$ cat src/common/ppp_pkg.sv
// parallel printer port: shared constants and carrier types
// assumes one 125 MHz clock and the host bus sampled synchronously
package ppp_pkg;

  // ------------------------------------------------------------------
  // register offsets from the port base address
  // ------------------------------------------------------------------
  localparam logic [1:0] PPP_OFS_DATA = 2'h0; // printer_data_byte
  localparam logic [1:0] PPP_OFS_STATE = 2'h1; // printer_line_state, read only
  localparam logic [1:0] PPP_OFS_CTRL = 2'h2; // printer_line_control

  // ------------------------------------------------------------------
  // control field positions and reset values
  // ------------------------------------------------------------------
  localparam int PPP_CTL_STROBE = 0; // inverted onto strobe pin
  localparam int PPP_CTL_AUTOFEED = 1; // inverted onto line_feed_auto pin
  localparam int PPP_CTL_INIT = 2; // straight onto init pin
  localparam int PPP_CTL_CHOOSE = 3; // inverted onto choose_printer pin
  localparam int PPP_CTL_INTR = 4; // intr_allow
  localparam int PPP_CTL_DIR = 5; // port_direction, 1 = input
  localparam int PPP_CTL_WIDTH = 6; // stored control bits
  localparam logic [5:0] PPP_CTL_RST = 6'h00; // control after reset
  localparam logic [7:0] PPP_DATA_RST = 8'h00; // data byte after reset
  localparam logic [2:0] PPP_STATE_LOW = 3'h0; // unimplemented status bits
  localparam logic [1:0] PPP_CTL_HIGH = 2'h0; // hard wired control bits

  // ------------------------------------------------------------------
  // carriers
  // ------------------------------------------------------------------
  typedef struct packed {
    logic [1:0] addr; // register offset
    logic [7:0] wdata; // host write byte
    logic rd_n; // host_read_strobe, active low
    logic wr_n; // host_write_strobe, active low
  } ppp_host_req_t;

  typedef struct packed {
    logic fault_n; // low = printer error
    logic online; // high = printer selected
    logic sheet_exhausted; // high = out of paper
    logic ack_n; // character taken, low pulse
    logic busy; // high = printer busy
  } ppp_line_in_t;

endpackage

$ cat src/core/ppp_port.sv
// parallel printer port: data, status and control byte registers
// assumes host strobes and printer inputs synchronous to CLK_IN;
// the bidirectional data wire is resolved outside from PRINTER_DATA_PINS_OE_N_OUT
//
// Summary of operation
// - data at 00H, latched on write rise
// - reset clears data byte, pins all zero
// - data read returns live pin levels
// - status at 01H, held during read strobe
// - status bits zero to two read low
// - status bit three is fault level
// - status bit four is online level
// - status bit five is paper end
// - status bit six is character taken
// - status bit seven is inverted busy
// - control at 02H, bits six, seven zero
// - control bit zero inverted onto strobe
// - control bit one inverted onto autofeed
// - control bit two straight onto init
// - control bit three inverted onto select
// - bit four allows interrupt on ack rise
// - bit five sets direction in extended mode
// - data, control read/write; status read only
`timescale 1ns/1ns
module ppp_port (
  input wire logic CLK_IN,
  input wire logic RST_IN,
  input ppp_pkg::ppp_host_req_t HOST_REQ_IN,
  output logic [7:0] RD_DATA_OUT,
  input ppp_pkg::ppp_line_in_t LINE_IN,
  input wire logic MODE_CONFIG_REG_IN,
  input wire logic [7:0] PRINTER_DATA_PINS_IN,
  output logic [7:0] PRINTER_DATA_PINS_OUT,
  output logic PRINTER_DATA_PINS_OE_N_OUT,
  output logic STROBE_N_OUT,
  output logic LINE_FEED_AUTO_N_OUT,
  output logic INIT_N_OUT,
  output logic CHOOSE_PRINTER_N_OUT,
  output logic IRQ_OUT
);

  // ------------------------------------------------------------------
  // state
  // ------------------------------------------------------------------
  typedef struct packed {
    logic [7:0] data; // printer_data_byte
    logic [5:0] ctrl; // printer_line_control, low six bits
    logic [7:0] rdata; // read answer
    logic [7:0] wbus; // last byte seen while write strobe low
    logic [1:0] waddr; // offset seen while write strobe low
    logic wr_n_prev; // write strobe one cycle ago
    logic rd_n_prev; // read strobe one cycle ago
    logic ack_prev; // ack level one cycle ago
    logic irq; // interrupt request
    logic [7:0] pdo; // data pin drive
    logic oe_n; // data pin enable, low drives
    logic strobe_n; // strobe pin
    logic autofeed_n; // line_feed_auto pin
    logic init_n; // init pin
    logic choose_n; // choose_printer pin
  } ppp_state_t;

  ppp_state_t st_q; // registered state
  ppp_state_t st_d; // next state

  // ------------------------------------------------------------------
  // helpers
  // ------------------------------------------------------------------
  // status byte built from the printer inputs, no storage of its own
  function automatic logic [7:0] status_byte(input ppp_pkg::ppp_line_in_t l);
    status_byte = {~l.busy,
                   l.ack_n,
                   l.sheet_exhausted,
                   l.online,
                   l.fault_n,
                   ppp_pkg::PPP_STATE_LOW};
  endfunction

  // pins are released only in extended mode with input direction
  function automatic logic release_pins(input logic mode, input logic [5:0] c);
    release_pins = ~mode & c[ppp_pkg::PPP_CTL_DIR];
  endfunction

  logic wr_rise; // write strobe just released
  logic rd_start; // first cycle of a read
  logic ack_rise; // character-taken rising edge

  // ------------------------------------------------------------------
  // next state
  // ------------------------------------------------------------------
  always_comb begin
    st_d = st_q;
    wr_rise = HOST_REQ_IN.wr_n & ~st_q.wr_n_prev;
    rd_start = ~HOST_REQ_IN.rd_n & st_q.rd_n_prev;
    ack_rise = LINE_IN.ack_n & ~st_q.ack_prev;
    st_d.wr_n_prev = HOST_REQ_IN.wr_n;
    st_d.rd_n_prev = HOST_REQ_IN.rd_n;
    st_d.ack_prev = LINE_IN.ack_n;
    // bus byte may vanish with the strobe edge, so keep the last one seen low
    if (!HOST_REQ_IN.wr_n) begin
      st_d.wbus = HOST_REQ_IN.wdata;
      st_d.waddr = HOST_REQ_IN.addr;
    end
    // commit on the strobe's rising edge
    if (wr_rise) begin
      case (st_q.waddr)
        ppp_pkg::PPP_OFS_DATA: begin
          st_d.data = st_q.wbus;
        end
        ppp_pkg::PPP_OFS_CTRL: begin
          // upper two bits are dropped, they are hard wired
          st_d.ctrl = st_q.wbus[5:0];
        end
        default: begin
          // status is read only, spare offset ignored
          st_d.ctrl = st_q.ctrl;
        end
      endcase
    end
    // read answer
    if (!HOST_REQ_IN.rd_n) begin
      case (HOST_REQ_IN.addr)
        ppp_pkg::PPP_OFS_DATA: begin
          // live pin levels, one cycle of sampling, never the stored copy
          st_d.rdata = PRINTER_DATA_PINS_IN;
        end
        ppp_pkg::PPP_OFS_STATE: begin
          // snapshot at strobe start, frozen until the strobe ends
          if (rd_start || st_q.rd_n_prev) begin
            st_d.rdata = status_byte(LINE_IN);
          end
        end
        ppp_pkg::PPP_OFS_CTRL: begin
          st_d.rdata = {ppp_pkg::PPP_CTL_HIGH, st_q.ctrl};
        end
        default: begin
          st_d.rdata = 8'h00; // spare offset reads zero
        end
      endcase
    end else begin
      st_d.rdata = 8'h00; // idle bus answer
    end
    // interrupt: an ack rise wins over the clear by a status read
    if (!st_d.ctrl[ppp_pkg::PPP_CTL_INTR]) begin
      st_d.irq = 1'b0;
    end else if (ack_rise) begin
      st_d.irq = 1'b1;
    end else if (rd_start && HOST_REQ_IN.addr == ppp_pkg::PPP_OFS_STATE) begin
      st_d.irq = 1'b0;
    end
    // pin drivers follow the next register values, so no extra cycle
    st_d.pdo = st_d.data;
    st_d.oe_n = release_pins(MODE_CONFIG_REG_IN, st_d.ctrl);
    st_d.strobe_n = ~st_d.ctrl[ppp_pkg::PPP_CTL_STROBE];
    st_d.autofeed_n = ~st_d.ctrl[ppp_pkg::PPP_CTL_AUTOFEED];
    st_d.init_n = st_d.ctrl[ppp_pkg::PPP_CTL_INIT];
    st_d.choose_n = ~st_d.ctrl[ppp_pkg::PPP_CTL_CHOOSE];
  end

  // ------------------------------------------------------------------
  // state register
  // ------------------------------------------------------------------
  // reset values mirror the decode above for data and control of zero
  always_ff @(posedge CLK_IN or posedge RST_IN) begin
    if (RST_IN) begin
      st_q.data <= ppp_pkg::PPP_DATA_RST;
      st_q.ctrl <= ppp_pkg::PPP_CTL_RST;
      st_q.rdata <= 8'h00;
      st_q.wbus <= 8'h00;
      st_q.waddr <= 2'h0;
      st_q.wr_n_prev <= 1'b1;
      st_q.rd_n_prev <= 1'b1;
      st_q.ack_prev <= 1'b1;
      st_q.irq <= 1'b0;
      st_q.pdo <= ppp_pkg::PPP_DATA_RST;
      st_q.oe_n <= 1'b0;
      st_q.strobe_n <= 1'b1;
      st_q.autofeed_n <= 1'b1;
      st_q.init_n <= 1'b0;
      st_q.choose_n <= 1'b1;
    end else begin
      st_q <= st_d;
    end
  end

  // ------------------------------------------------------------------
  // outputs, each straight from a flip-flop
  // ------------------------------------------------------------------
  assign RD_DATA_OUT = st_q.rdata;
  assign PRINTER_DATA_PINS_OUT = st_q.pdo;
  assign PRINTER_DATA_PINS_OE_N_OUT = st_q.oe_n;
  assign STROBE_N_OUT = st_q.strobe_n;
  assign LINE_FEED_AUTO_N_OUT = st_q.autofeed_n;
  assign INIT_N_OUT = st_q.init_n;
  assign CHOOSE_PRINTER_N_OUT = st_q.choose_n;
  assign IRQ_OUT = st_q.irq;
endmodule

$ cat config.mk
export PLATFORM = sky130hd
export DESIGN_NAME = ppp_port
export DESIGN_NICKNAME = d
export VERILOG_FILES = /design/src/common/ppp_pkg.sv /design/src/core/ppp_port.sv
export SDC_FILE = /design/constraint.sdc
export NUM_CORES = 1
export LEC_CHECK = 0
export ABC_AREA = 1
export BUFFER_PORTS_ARGS = -buffer_cell sky130_fd_sc_hd__buf_2
export CAP_MARGIN = 20
export CORE_MARGIN = 2
export CORE_UTILIZATION = 50
export CTS_BUF_LIST = sky130_fd_sc_hd__clkbuf_16
export DETAILED_ROUTE_END_ITERATION = 8
export PLACE_DENSITY_LB_ADDON = 0.3
export SLEW_MARGIN = 5
export SYNTH_ARGS = -nofsm -noshare
export SYNTH_HDL_FRONTEND = slang
export SYNTH_SLANG_ARGS = --single-unit
$ cat constraint.sdc
create_clock -name CLK_IN -period 1.7 [get_ports CLK_IN]
set_clock_uncertainty 0.1 [all_clocks]
set_input_delay 0.34 -clock CLK_IN [delete_from_list [all_inputs] [get_ports CLK_IN]]
set_output_delay 0.34 -clock CLK_IN [all_outputs]
set_load 0.1 [all_outputs]
After elaboration in Yosys (flattened, before gate mapping)
Cells that the tools add are included.
{ "totals": {"in_bits": 28, "output_inout_bits": 22, "ff_bits": 41, "wordCells": 44} }
{ "op_classes": {"n_bitwise": 12, "n_eq_ne": 5, "reduce_logical": 5, "mux": 8} }
{ "ops": {"columns": ["op", "n"], "rows": [
  ["$pmux W8 S3", 1],
  ["$mux W8", 2],
  ["$mux W6", 2],
  ["$not A1 Y1", 8],
  ["$and A1 B1 Y1", 4],
  ["$eq A2 B2 Y1 const B", 2],
  ["$logic_not A2 Y1", 2],
  ["$mux W1", 3],
  ["$ne A3 B1 Y1 const B", 1],
  ["$ne A3 B3 Y1 const B", 1],
  ["$eq A2 B1 Y1 const B", 1],
  ["$reduce_and A2 Y1", 1],
  ["$logic_and A1 B1 Y1", 1],
  ["$logic_or A1 B1 Y1", 1]
]} }

Logic depth before layout (Yosys ltp)
Gate-level depths: netlist of run 1.
{ "logic_depth": {"word_depth": 6, "mapped_depth": 7} }

Worst setup path after synthesis of run 1
No wires, ideal clock.
{ "synth_path": {"path_type": "reg-to-reg", "start": "register st_q[37] (netlist name)", "end": "register st_q (netlist bit RD_DATA_OUT[2])", "slack_ns": 0.294, "n_path_buf": 0, "arrival_time_ns": 1.242, "required_ns": 1.535, "path_stages_with_launch": 5, "path_cell_list": "dfrtp_1 nand3_1 nand2_1 nand2_1 nand2_1"} }
{ "synth_via": {"elab_chain_cells": 2} }
{ "synth_lines": {"columns": ["item", "line", "rtl"], "rows": [
  ["start: declaration", "ppp_port.sv:63", "ppp_state_t st_q;"],
  ["start signal: assignment", "ppp_port.sv:182", "st_q <= st_d;"],
  ["$pmux W8 S3", "ppp_port.sv:122", "case (HOST_REQ_IN.addr)"],
  ["$mux W8", "ppp_port.sv:121", "if (!HOST_REQ_IN.rd_n) begin"]
]} }
No other way between the ends.
A chain may end at the register's enable or synchronous reset.

Worst setup path after layout of run 1
{ "layout_path": {"start": "register st_q (netlist bit LINE_FEED_AUTO_N_OUT)", "end": "output LINE_FEED_AUTO_N_OUT"} }
{ "layout_rtl": {"columns": ["item", "line", "rtl"], "rows": [
  ["end: declaration", "ppp_port.sv:36", "output logic LINE_FEED_AUTO_N_OUT,"]
]} }
No word-level cell between the ends.

==> flow_summary.ini, run 1 <==
[status]
status = finished clean

[worst_setup_path]
reg2reg_setup_slack_ns = 0.50
path_depth = 1
r2r-end = RD_DATA_OUT[5]
cp_num_buf_inv = 1
worstPathCellList = buf_2
cp_top_family = flip-flops
worstSetupPathType = reg2out
slowest_stage = dfstp_2
critical_path_arrival_ns = 1.20
critPathMaxFanout = 1
worstRegToRegCells = 6
max_stage_delay_ns = 0.51
worstPathRequired_ns = 1.26
critPathCaptureType = output pin
r2r-start = st_q[15]
crit_path_start_kind = register

[route]
routed_via_density = 4.46
drc = 0
ant_nets = 0
wl_met3_um = 195
first_iter_violations = 63
totalWireLength_um = 3150
firstDrtPassIters = 4
wl_met2_um = 1390
met1Wirelength_um = 1540
dr.max_layer_used = met4
routedWlPerCell_um = 10.7
vias = 1306

[placement]
post-place-cells = 285
routabilityCongestion = 0.775
place_hpwl_um = 2330
placed_area_um2 = 2010
port_buffers = 49

[pwr]
switchingPower_mw = 1.33
seq_power_share_pct = 37.8
p_int_mw = 1.83
p_sw_share_pct = 42.1
p_comb_share_pct = 35.0
p_leak_nw = 1.20
p_total_mw = 3.17
clockPowerShare_pct = 27.2
p_per_area_nw_per_um2 = 1470
irDropWorstVdd_mv = 0.706

[sta]
period_share_pct = 96.2
final_hold_viol_count = 0
worst_pin_slew_ns = 0.483
max_freq_mhz = 612
fin_crit_ns = 1.64
timing.setup.tns_ns = 0
maxSlewHeadroom_pct = 67.8
slew_viol_final = 0
rsz0062_at_grt = no
setup_violations = 0
holdWs_ns = 0.0628

[finish]
nets = 272
area_growth_pct = 16.4
design_area_um2 = 2150
n_antenna_cell = 0
final_cells = 293
drive_gt1_share_pct = 33.5

[grt]
antenna_found_initial = 0
grt_pass1_wl_um = 5430
grt_start_max_net_pins = 41
grt_pass1_vias = 1242
gr-total-overflow = 0
grtUsageTotal_pct = 17.2

[clock_tree]
path_clk_slew_ns = 0.06
clk_latency_ns = 0.28
htreeDepth = 2
clock_path_buffers = 2
cts.sinks = 40
cts_tree = yes
cts-buffers-inserted = 5
cts_hold_buf = 0
root_buffer = clkbuf_16
post_cts_buffers = 0
cts_resized = 0

[hold_path]
min_path_type = in2async

[synthesis]
synth_nets = 235
synth.area.top_cells = dfrtp_1, nand2_1, dfstp_2
yosysWarnings = 0
synth.distinct_cells = 19
yosysMostFrequentCell = nand2_1
async_reset_ff_share_pct = 100
syn_area_um2 = 1840
synth_edf_count = 0
ys_seq_elements = 40
synthTopCellsByCount = nand2_1, dfrtp_1, inv_1
syn_inst = 207
synth_top_area_cell = dfrtp_1
yosysSeqAreaShare_pct = 54.7
ys.flop_type = dfrtp_1
syn_avg_cell_area_um2 = 8.91
synth_top_area_share_pct = 46.1

[flow_run]
cap_violations = 0

[die]
start_util_pct = 51.1
io_pins = 50
rows = 22
die_y_um = 64.7
dieArea_um2 = 4190
core_area_um2 = 3610
dieWidth_um = 64.7
==> logic make-up (layout without fill, tap and decap cells) <==
kind of cell / after synthesis / in the layout / synth area share, %
compound gates: 28 / 28 / 9.84
buf+inv: 48 / 86 / 13.6
flops: 40 / 40 / 54.7
simple gates: 91 / 91 / 21.8
==> cells in the final DEF, fill, tap and decap left out <==
cell	Yosys	layout
nor2_8	1	1
clkbuf_16	0	5
nor2_2	2	2
o21ai_0	10	10
nand2_4	1	1
a21oi_1	2	2
o21ai_1	5	5
clkinv_1	0	1
buf_4	16	1
dfrtp_1	34	34
nand2_2	2	2
nor2_1	7	7
nand3_1	11	11
o21ai_2	11	11
inv_1	25	27
nand3_4	1	1
inv_2	3	3
nand2_1	66	66
buf_2	3	49
dfstp_2	6	6
==> layout make-up <==
cell class | count | area, um^2
clock inverters | 3 | 11.3
multi-input cells | 119 | 584
fillers | 336 | 1460
well taps | 48 | 60.1
inverters | 28 | 105
clock buffers | 5 | 125
flip-flops and latches | 40 | 1010
repair buffers | 50 | 253
==> worst max-delay path by stage <==
stage | start | end | slack (ns)
2_1_floorplan | st_q[37] | RD_DATA_OUT[2] | 0.29
6_report | LINE_FEED_AUTO_N_OUT | LINE_FEED_AUTO_N_OUT | 0.06
3_5_place_dp | HOST_REQ_IN[0] | PRINTER_DATA_PINS_OUT[2] | 0.26
5_1_grt | STROBE_N_OUT | STROBE_N_OUT | 0.03
3_3_place_gp | HOST_REQ_IN[0] | PRINTER_DATA_PINS_OUT[1] | 0.32
4_1_cts | STROBE_N_OUT | STROBE_N_OUT | 0.05
==> metrics by stage <==
stage / util [%] / setup slack, ns
global placement: 55.8 / 0.321
global route: 59.5 / 0.0284
finish: 59.5 / 0.0647
floorplan: - / 0.294
detailed placement: 55.8 / 0.265
CTS: 59.5 / 0.0498
==> power by group through the flow <==
stage          sequential, mW  combinational (mW)  clock (mW)
6_report                 1.20                1.11       0.861
5_1_grt                  1.21                1.17       0.942
4_1_cts                  1.20                1.12       0.887
3_5_place_dp             1.21                1.12           0
3_3_place_gp             1.21                1.11           0
2_1_floorplan            1.47               0.759           0
==> flip-flops by register name, summed over array words and instances, names as in the netlist <==
signal                      count
RD_DATA_OUT                     8
STROBE_N_OUT                    1
CHOOSE_PRINTER_N_OUT            1
LINE_FEED_AUTO_N_OUT            1
PRINTER_DATA_PINS_OE_N_OUT      1
PRINTER_DATA_PINS_OUT           8
IRQ_OUT                         1
st_q                           19
==> metal layers <==
metal  track usage (%)  up-vias
met1              22.8      564
met4              7.18        0
met2              26.2       46
li1                  -      692
met3              5.38        4
met5                 0        -
Note: power is estimated with default switching activity, not from simulation.
==> run 2, diff against run 1 <==
--- a/config.mk
+++ b/config.mk
@@ -5,12 +5,10 @@
 export SDC_FILE = /design/constraint.sdc
 export NUM_CORES = 1
 export LEC_CHECK = 0
-export ABC_AREA = 1
 export BUFFER_PORTS_ARGS = -buffer_cell sky130_fd_sc_hd__buf_2
 export CAP_MARGIN = 20
 export CORE_MARGIN = 2
 export CORE_UTILIZATION = 50
-export CTS_BUF_LIST = sky130_fd_sc_hd__clkbuf_16
 export DETAILED_ROUTE_END_ITERATION = 8
 export PLACE_DENSITY_LB_ADDON = 0.3
 export SLEW_MARGIN = 5
==> flow_summary.ini, run 2 <==
[status]
status = finished clean

[clock_tree]
post_cts_buffers = 0
clock_path_buffers = 2
clk_latency_ns = 0.35
root_buffer = clkbuf_4
path_clk_slew_ns = 0.13
cts_tree = yes
cts-buffers-inserted = 5
htreeDepth = 2
cts.sinks = 40

[worst_setup_path]
worstSetupPathType = reg2reg
worstPathRequired_ns = 1.83
critPathCaptureType = register
crit_path_start_kind = register
critical_path_arrival_ns = 1.76
critPathMaxFanout = 3

[synthesis]
synthTopCellsByCount = dfrtp_1, mux2_2, buf_4
syn_inst = 133
synth_edf_count = 0
synth_top_area_cell = dfrtp_1
yosysMostFrequentCell = dfrtp_1
yosysWarnings = 0
ys_seq_elements = 40
async_reset_ff_share_pct = 100
synth_top_area_share_pct = 48.5
synth_nets = 161
synth.area.top_cells = dfrtp_1, mux2_2, dfstp_2
syn_area_um2 = 1750
ys.flop_type = dfrtp_1
syn_avg_cell_area_um2 = 13.2
yosysSeqAreaShare_pct = 57.5
synth.distinct_cells = 25

[sta]
final_hold_viol_count = 0
period_share_pct = 96.3
slew_viol_final = 0
worst_pin_slew_ns = 0.554
setup_violations = 0
maxSlewHeadroom_pct = 62.6
fin_crit_ns = 1.64
max_freq_mhz = 611
rsz0062_at_grt = no
finalWorstSetupSlack_ns = 0.0623
holdWs_ns = 0.0238
timing.setup.tns_ns = 0

[finish]
largest_register = st_q
nFillCells = 300
area_growth_pct = 18.4
multiInputGateArea_um2 = 587
seq_area_um2 = 1010
n_antenna_cell = 0
nets = 204
largest_register_ffs = 19
layout_commonest_cell = buf_2
drive_gt1_share_pct = 54.8
layout_common_cells = buf_2, dfrtp_1, mux2_2

[die]
start_util_pct = 52.1
io_pins = 50
dieWidth_um = 63.2
die_y_um = 63.2
dieArea_um2 = 4000
core_area_um2 = 3360
rows = 21

[placement]
port_buffers = 49
place_worst_setup_slack_ns = 0.0690
routabilityCongestion = 0.738
place_hpwl_um = 2210

[hold_path]
min_path_type = in2reg

[grt]
grt_pass1_wl_um = 5310
antenna_found_initial = 0
grtUsageTotal_pct = 17.1
grt_start_max_net_pins = 41
grt_pass1_vias = 1115
gr-total-overflow = 0

[flow_run]
cap_violations = 0

[route]
routed_via_density = 5.04
vias = 1124
totalWireLength_um = 3050
ant_nets = 0
firstDrtPassIters = 4
drc = 0
first_iter_violations = 29
routedWlPerCell_um = 13.7

[pwr]
switchingPower_mw = 1.52
p_per_area_nw_per_um2 = 1600
seq_power_share_pct = 38.4
p_sw_share_pct = 45.8
irDropWorstVdd_mv = 1.28
p_int_mw = 1.80
p_comb_share_pct = 41.7
p_leak_nw = 0.993
clockPowerShare_pct = 19.9
run 2: changes by cell type in the layout (fill, tap and decap cells not counted), sizes merged, moves of 3 or more:
| cell | delta |
|---|---|
| a2111oi | +4 |
| buf | +5 |
| inv | -26 |
| mux2 | +21 |
| mux2i | +7 |
| nand2 | -64 |
| nand2b | +6 |
| nand3 | -12 |
| nand3b | +3 |
| nor2 | -6 |
| o21ai | -23 |
| or2 | +4 |
run 2: metal layers:
| metal | part of all wire, % | global-route usage (%) |
|---|---|---|
| met5 | 0 | 0 |
| met4 | 1.7 | 5.71 |
| met1 | 43 | 22.3 |
| met3 | 6.7 | 5.18 |
| met2 | 48 | 27.4 |
run 2: cells by family after synthesis:
group | Yosys count | share of synthesized area [%]
and+or+nand+nor | 26 | 9.56
DFF | 40 | 57.5
muxes | 28 | 17.9
buffers and inverters | 25 | 9.35
AOI/OAI and AO/OA | 14 | 5.64
run 2: final cells by class:
class	instances	share of cell area [%]
clock inverter	2	1.87
timing repair buffer	57	15.3
clock buffer	6	2.47
tap	46	2.77
inverter	4	0.723
sequential	40	48.6
multi-input combinational	68	28.3
run 2: worst paths after layout:
kind,from,end,slack (ns),cells after the start
worst max register to register,st_q[17],IRQ_OUT,0.06,4
worst min register to register,st_q[36],LINE_FEED_AUTO_N_OUT,0.36,1
worst min-delay path,MODE_CONFIG_REG_IN,PRINTER_DATA_PINS_OE_N_OUT,0.02,2
min in group asynchronous,RST_IN,st_q[26],0.53,4
worst max-delay path,st_q[17],IRQ_OUT,0.06,4
max in group asynchronous,RST_IN,st_q[15],0.60,4
run 2: power by group through the flow:
stage / logic, mW / clock network, mW / registers, mW
floorplan: 0.966 / 0 / 1.58
global placement: 1.36 / 0 / 1.28
detailed placement: 1.37 / 0 / 1.29
CTS: 1.39 / 0.675 / 1.28
global route: 1.43 / 0.731 / 1.30
finish: 1.38 / 0.660 / 1.27
run 2: what timing repair did:
action | in CTS | in global routing
resized for setup | 3 | 0
hold endpoints to repair | 29 | 1
setup endpoints to repair | 3 | 0
hold buffers | 1 | 1
run 2: worst max-delay path: stages, from the launching register on:
cell and delay [ns]:
dfrtp_1 0.45, nor4bb_2 0.33, buf_4 0.20, mux2_4 0.30
a21boi_2 0.15
run 2: stage by stage:
stage / utilization, % / instances / power (mW) / instance area [um^2]
floorplan: - / 133 / 2.55 / 1750
global placement: 58.2 / 213 / 2.64 / 1960
detailed placement: 58.2 / 213 / 2.66 / 1960
CTS: 61.4 / 222 / 3.34 / 2070
global route: 61.7 / 223 / 3.47 / 2080
finish: 61.7 / 223 / 3.31 / 2080
==> run 3, diff against run 2 <==
--- a/config.mk
+++ b/config.mk
@@ -11,6 +11,7 @@
 export CORE_UTILIZATION = 50
 export DETAILED_ROUTE_END_ITERATION = 8
 export PLACE_DENSITY_LB_ADDON = 0.3
+export REMOVE_ABC_BUFFERS = 1
 export SLEW_MARGIN = 5
 export SYNTH_ARGS = -nofsm -noshare
 export SYNTH_HDL_FRONTEND = slang
==> flow_summary.ini, run 3 (synthesis results as in run 2) <==
[flow_run]
cap_violations = 0

[clock_tree]
path_clk_slew_ns = 0.10
clk_latency_ns = 0.34
cts.sinks = 40
cts-buffers-inserted = 5
root_buffer = clkbuf_4
cts_tree = yes
htreeDepth = 2
clock_path_buffers = 2

[worst_setup_path]
worstPathRequired_ns = 1.26
cp_top_family = buffers and inverters
cp_num_buf_inv = 1
worstRegToRegCells = 4
worstSetupPathType = reg2out
critical_path_arrival_ns = 1.16
path_depth = 1
slowest_stage = buf_2
reg2reg_setup_slack_ns = 0.12
max_stage_delay_ns = 0.44
critPathCaptureType = output pin
crit_path_start_kind = register
worstPathCellList = buf_2
critPathMaxFanout = 3

[sta]
rsz0062_at_grt = no
holdWs_ns = 0.0352
worst_pin_slew_ns = 0.492
max_freq_mhz = 623
period_share_pct = 94.4
slew_viol_final = 0
maxSlewHeadroom_pct = 66.7
final_hold_viol_count = 0
fin_crit_ns = 1.60
setup_violations = 0

[finish]
largest_register = st_q
area_growth_pct = 16.8
drive_gt1_share_pct = 54.0
final_core_util_pct = 60.9
design_area_um2 = 2050
nets = 203
layout_common_cells = buf_2, dfrtp_1, mux2_2
n_antenna_cell = 0
layout_commonest_cell = buf_2
largest_register_ffs = 19

[die]
rows = 21
io_pins = 50
core_area_um2 = 3360
dieWidth_um = 63.2
dieArea_um2 = 4000
start_util_pct = 52.1
die_y_um = 63.2

[route]
first_iter_violations = 43
routed_via_density = 4.95
firstDrtPassIters = 4
routedWlPerCell_um = 14.1
drc = 0
ant_nets = 0
totalWireLength_um = 3130
vias = 1099

[placement]
placed_area_um2 = 1950
port_buffers = 49
place_hpwl_um = 2270
routabilityCongestion = 0.685

[hold_path]
min_path_type = in2reg
hold_depth = 2

[pwr]
p_leak_nw = 0.979
p_total_mw = 3.18
irDropWorstVdd_mv = 0.801
p_per_area_nw_per_um2 = 1550

[status]
status = finished clean

[grt]
antenna_found_initial = 0
grt.busiest_layer = met2
use_met1_pct = 22.5
grt_pass1_vias = 1196
grt_start_max_net_pins = 41
gr-total-overflow = 0
use_met3_pct = 5.54
gr-usage-met2_pct = 29.9
grtUsageTotal_pct = 18.0
grt_pass1_wl_um = 5520
-- run 3: cell count changes in the layout (fill, tap and decap cells not counted), sizes merged --
| cell | change |
|---|---|
| clkbuf | +2 |
| buf | -1 |
| bufinv | -1 |
| clkinv | -1 |
-- run 3: worst paths after layout --
check / end / startpoint
min in group asynchronous: RD_DATA_OUT[4] / RST_IN
setup reg to reg: IRQ_OUT / st_q[17]
hold reg to reg: CHOOSE_PRINTER_N_OUT / st_q[38]
max in group asynchronous: st_q[16] / RST_IN
setup / recovery: INIT_N_OUT / st_q[37]
hold / removal: PRINTER_DATA_PINS_OE_N_OUT / MODE_CONFIG_REG_IN
-- run 3: report_power, final --
group | internal, mW | leakage, nW | switching (mW) | total [mW]
Clock | 0.243 | 0.0386 | 0.286 | 0.529
Sequential | 1.16 | 0.482 | 0.104 | 1.27
Combinational | 0.281 | 0.459 | 1.10 | 1.38
-- run 3: layout make-up --
type                            count  area (um^2)
Fill cell                         302         1320
Clock buffer                        8         68.8
Timing Repair Buffer               56          310
Sequential cell                    40         1010
Multi-Input combinational cell     68          587
Tap cell                           46         57.6
Inverter                            4         15.0
-- run 3: through the flow --
| step | cells | worst slack [ns] | setup TNS (ns) |
|---|---|---|---|
| finish | 222 | 0.0952 | 0 |
| CTS | 222 | 0.0801 | 0 |
| detailed placement | 212 | 0.0769 | 0 |
| floorplan | 112 | -0.382 | -2.62 |
| global placement | 212 | 0.107 | 0 |
| global route | 222 | 0.0145 | 0 |
-- run 3: what timing repair did --
item,4_1_cts,5_1_grt
hold endpoints to repair,26,0
setup endpoints to repair,3,0
setup buffers,0,0
hold buffers,2,0
gates resized for setup,3,0
-- run 3: routing by layer --
layer,wire length [um],vias up
met5,0,-
met1,1420,525
li1,-,529
met2,1470,39
met3,198,6
met4,43,0
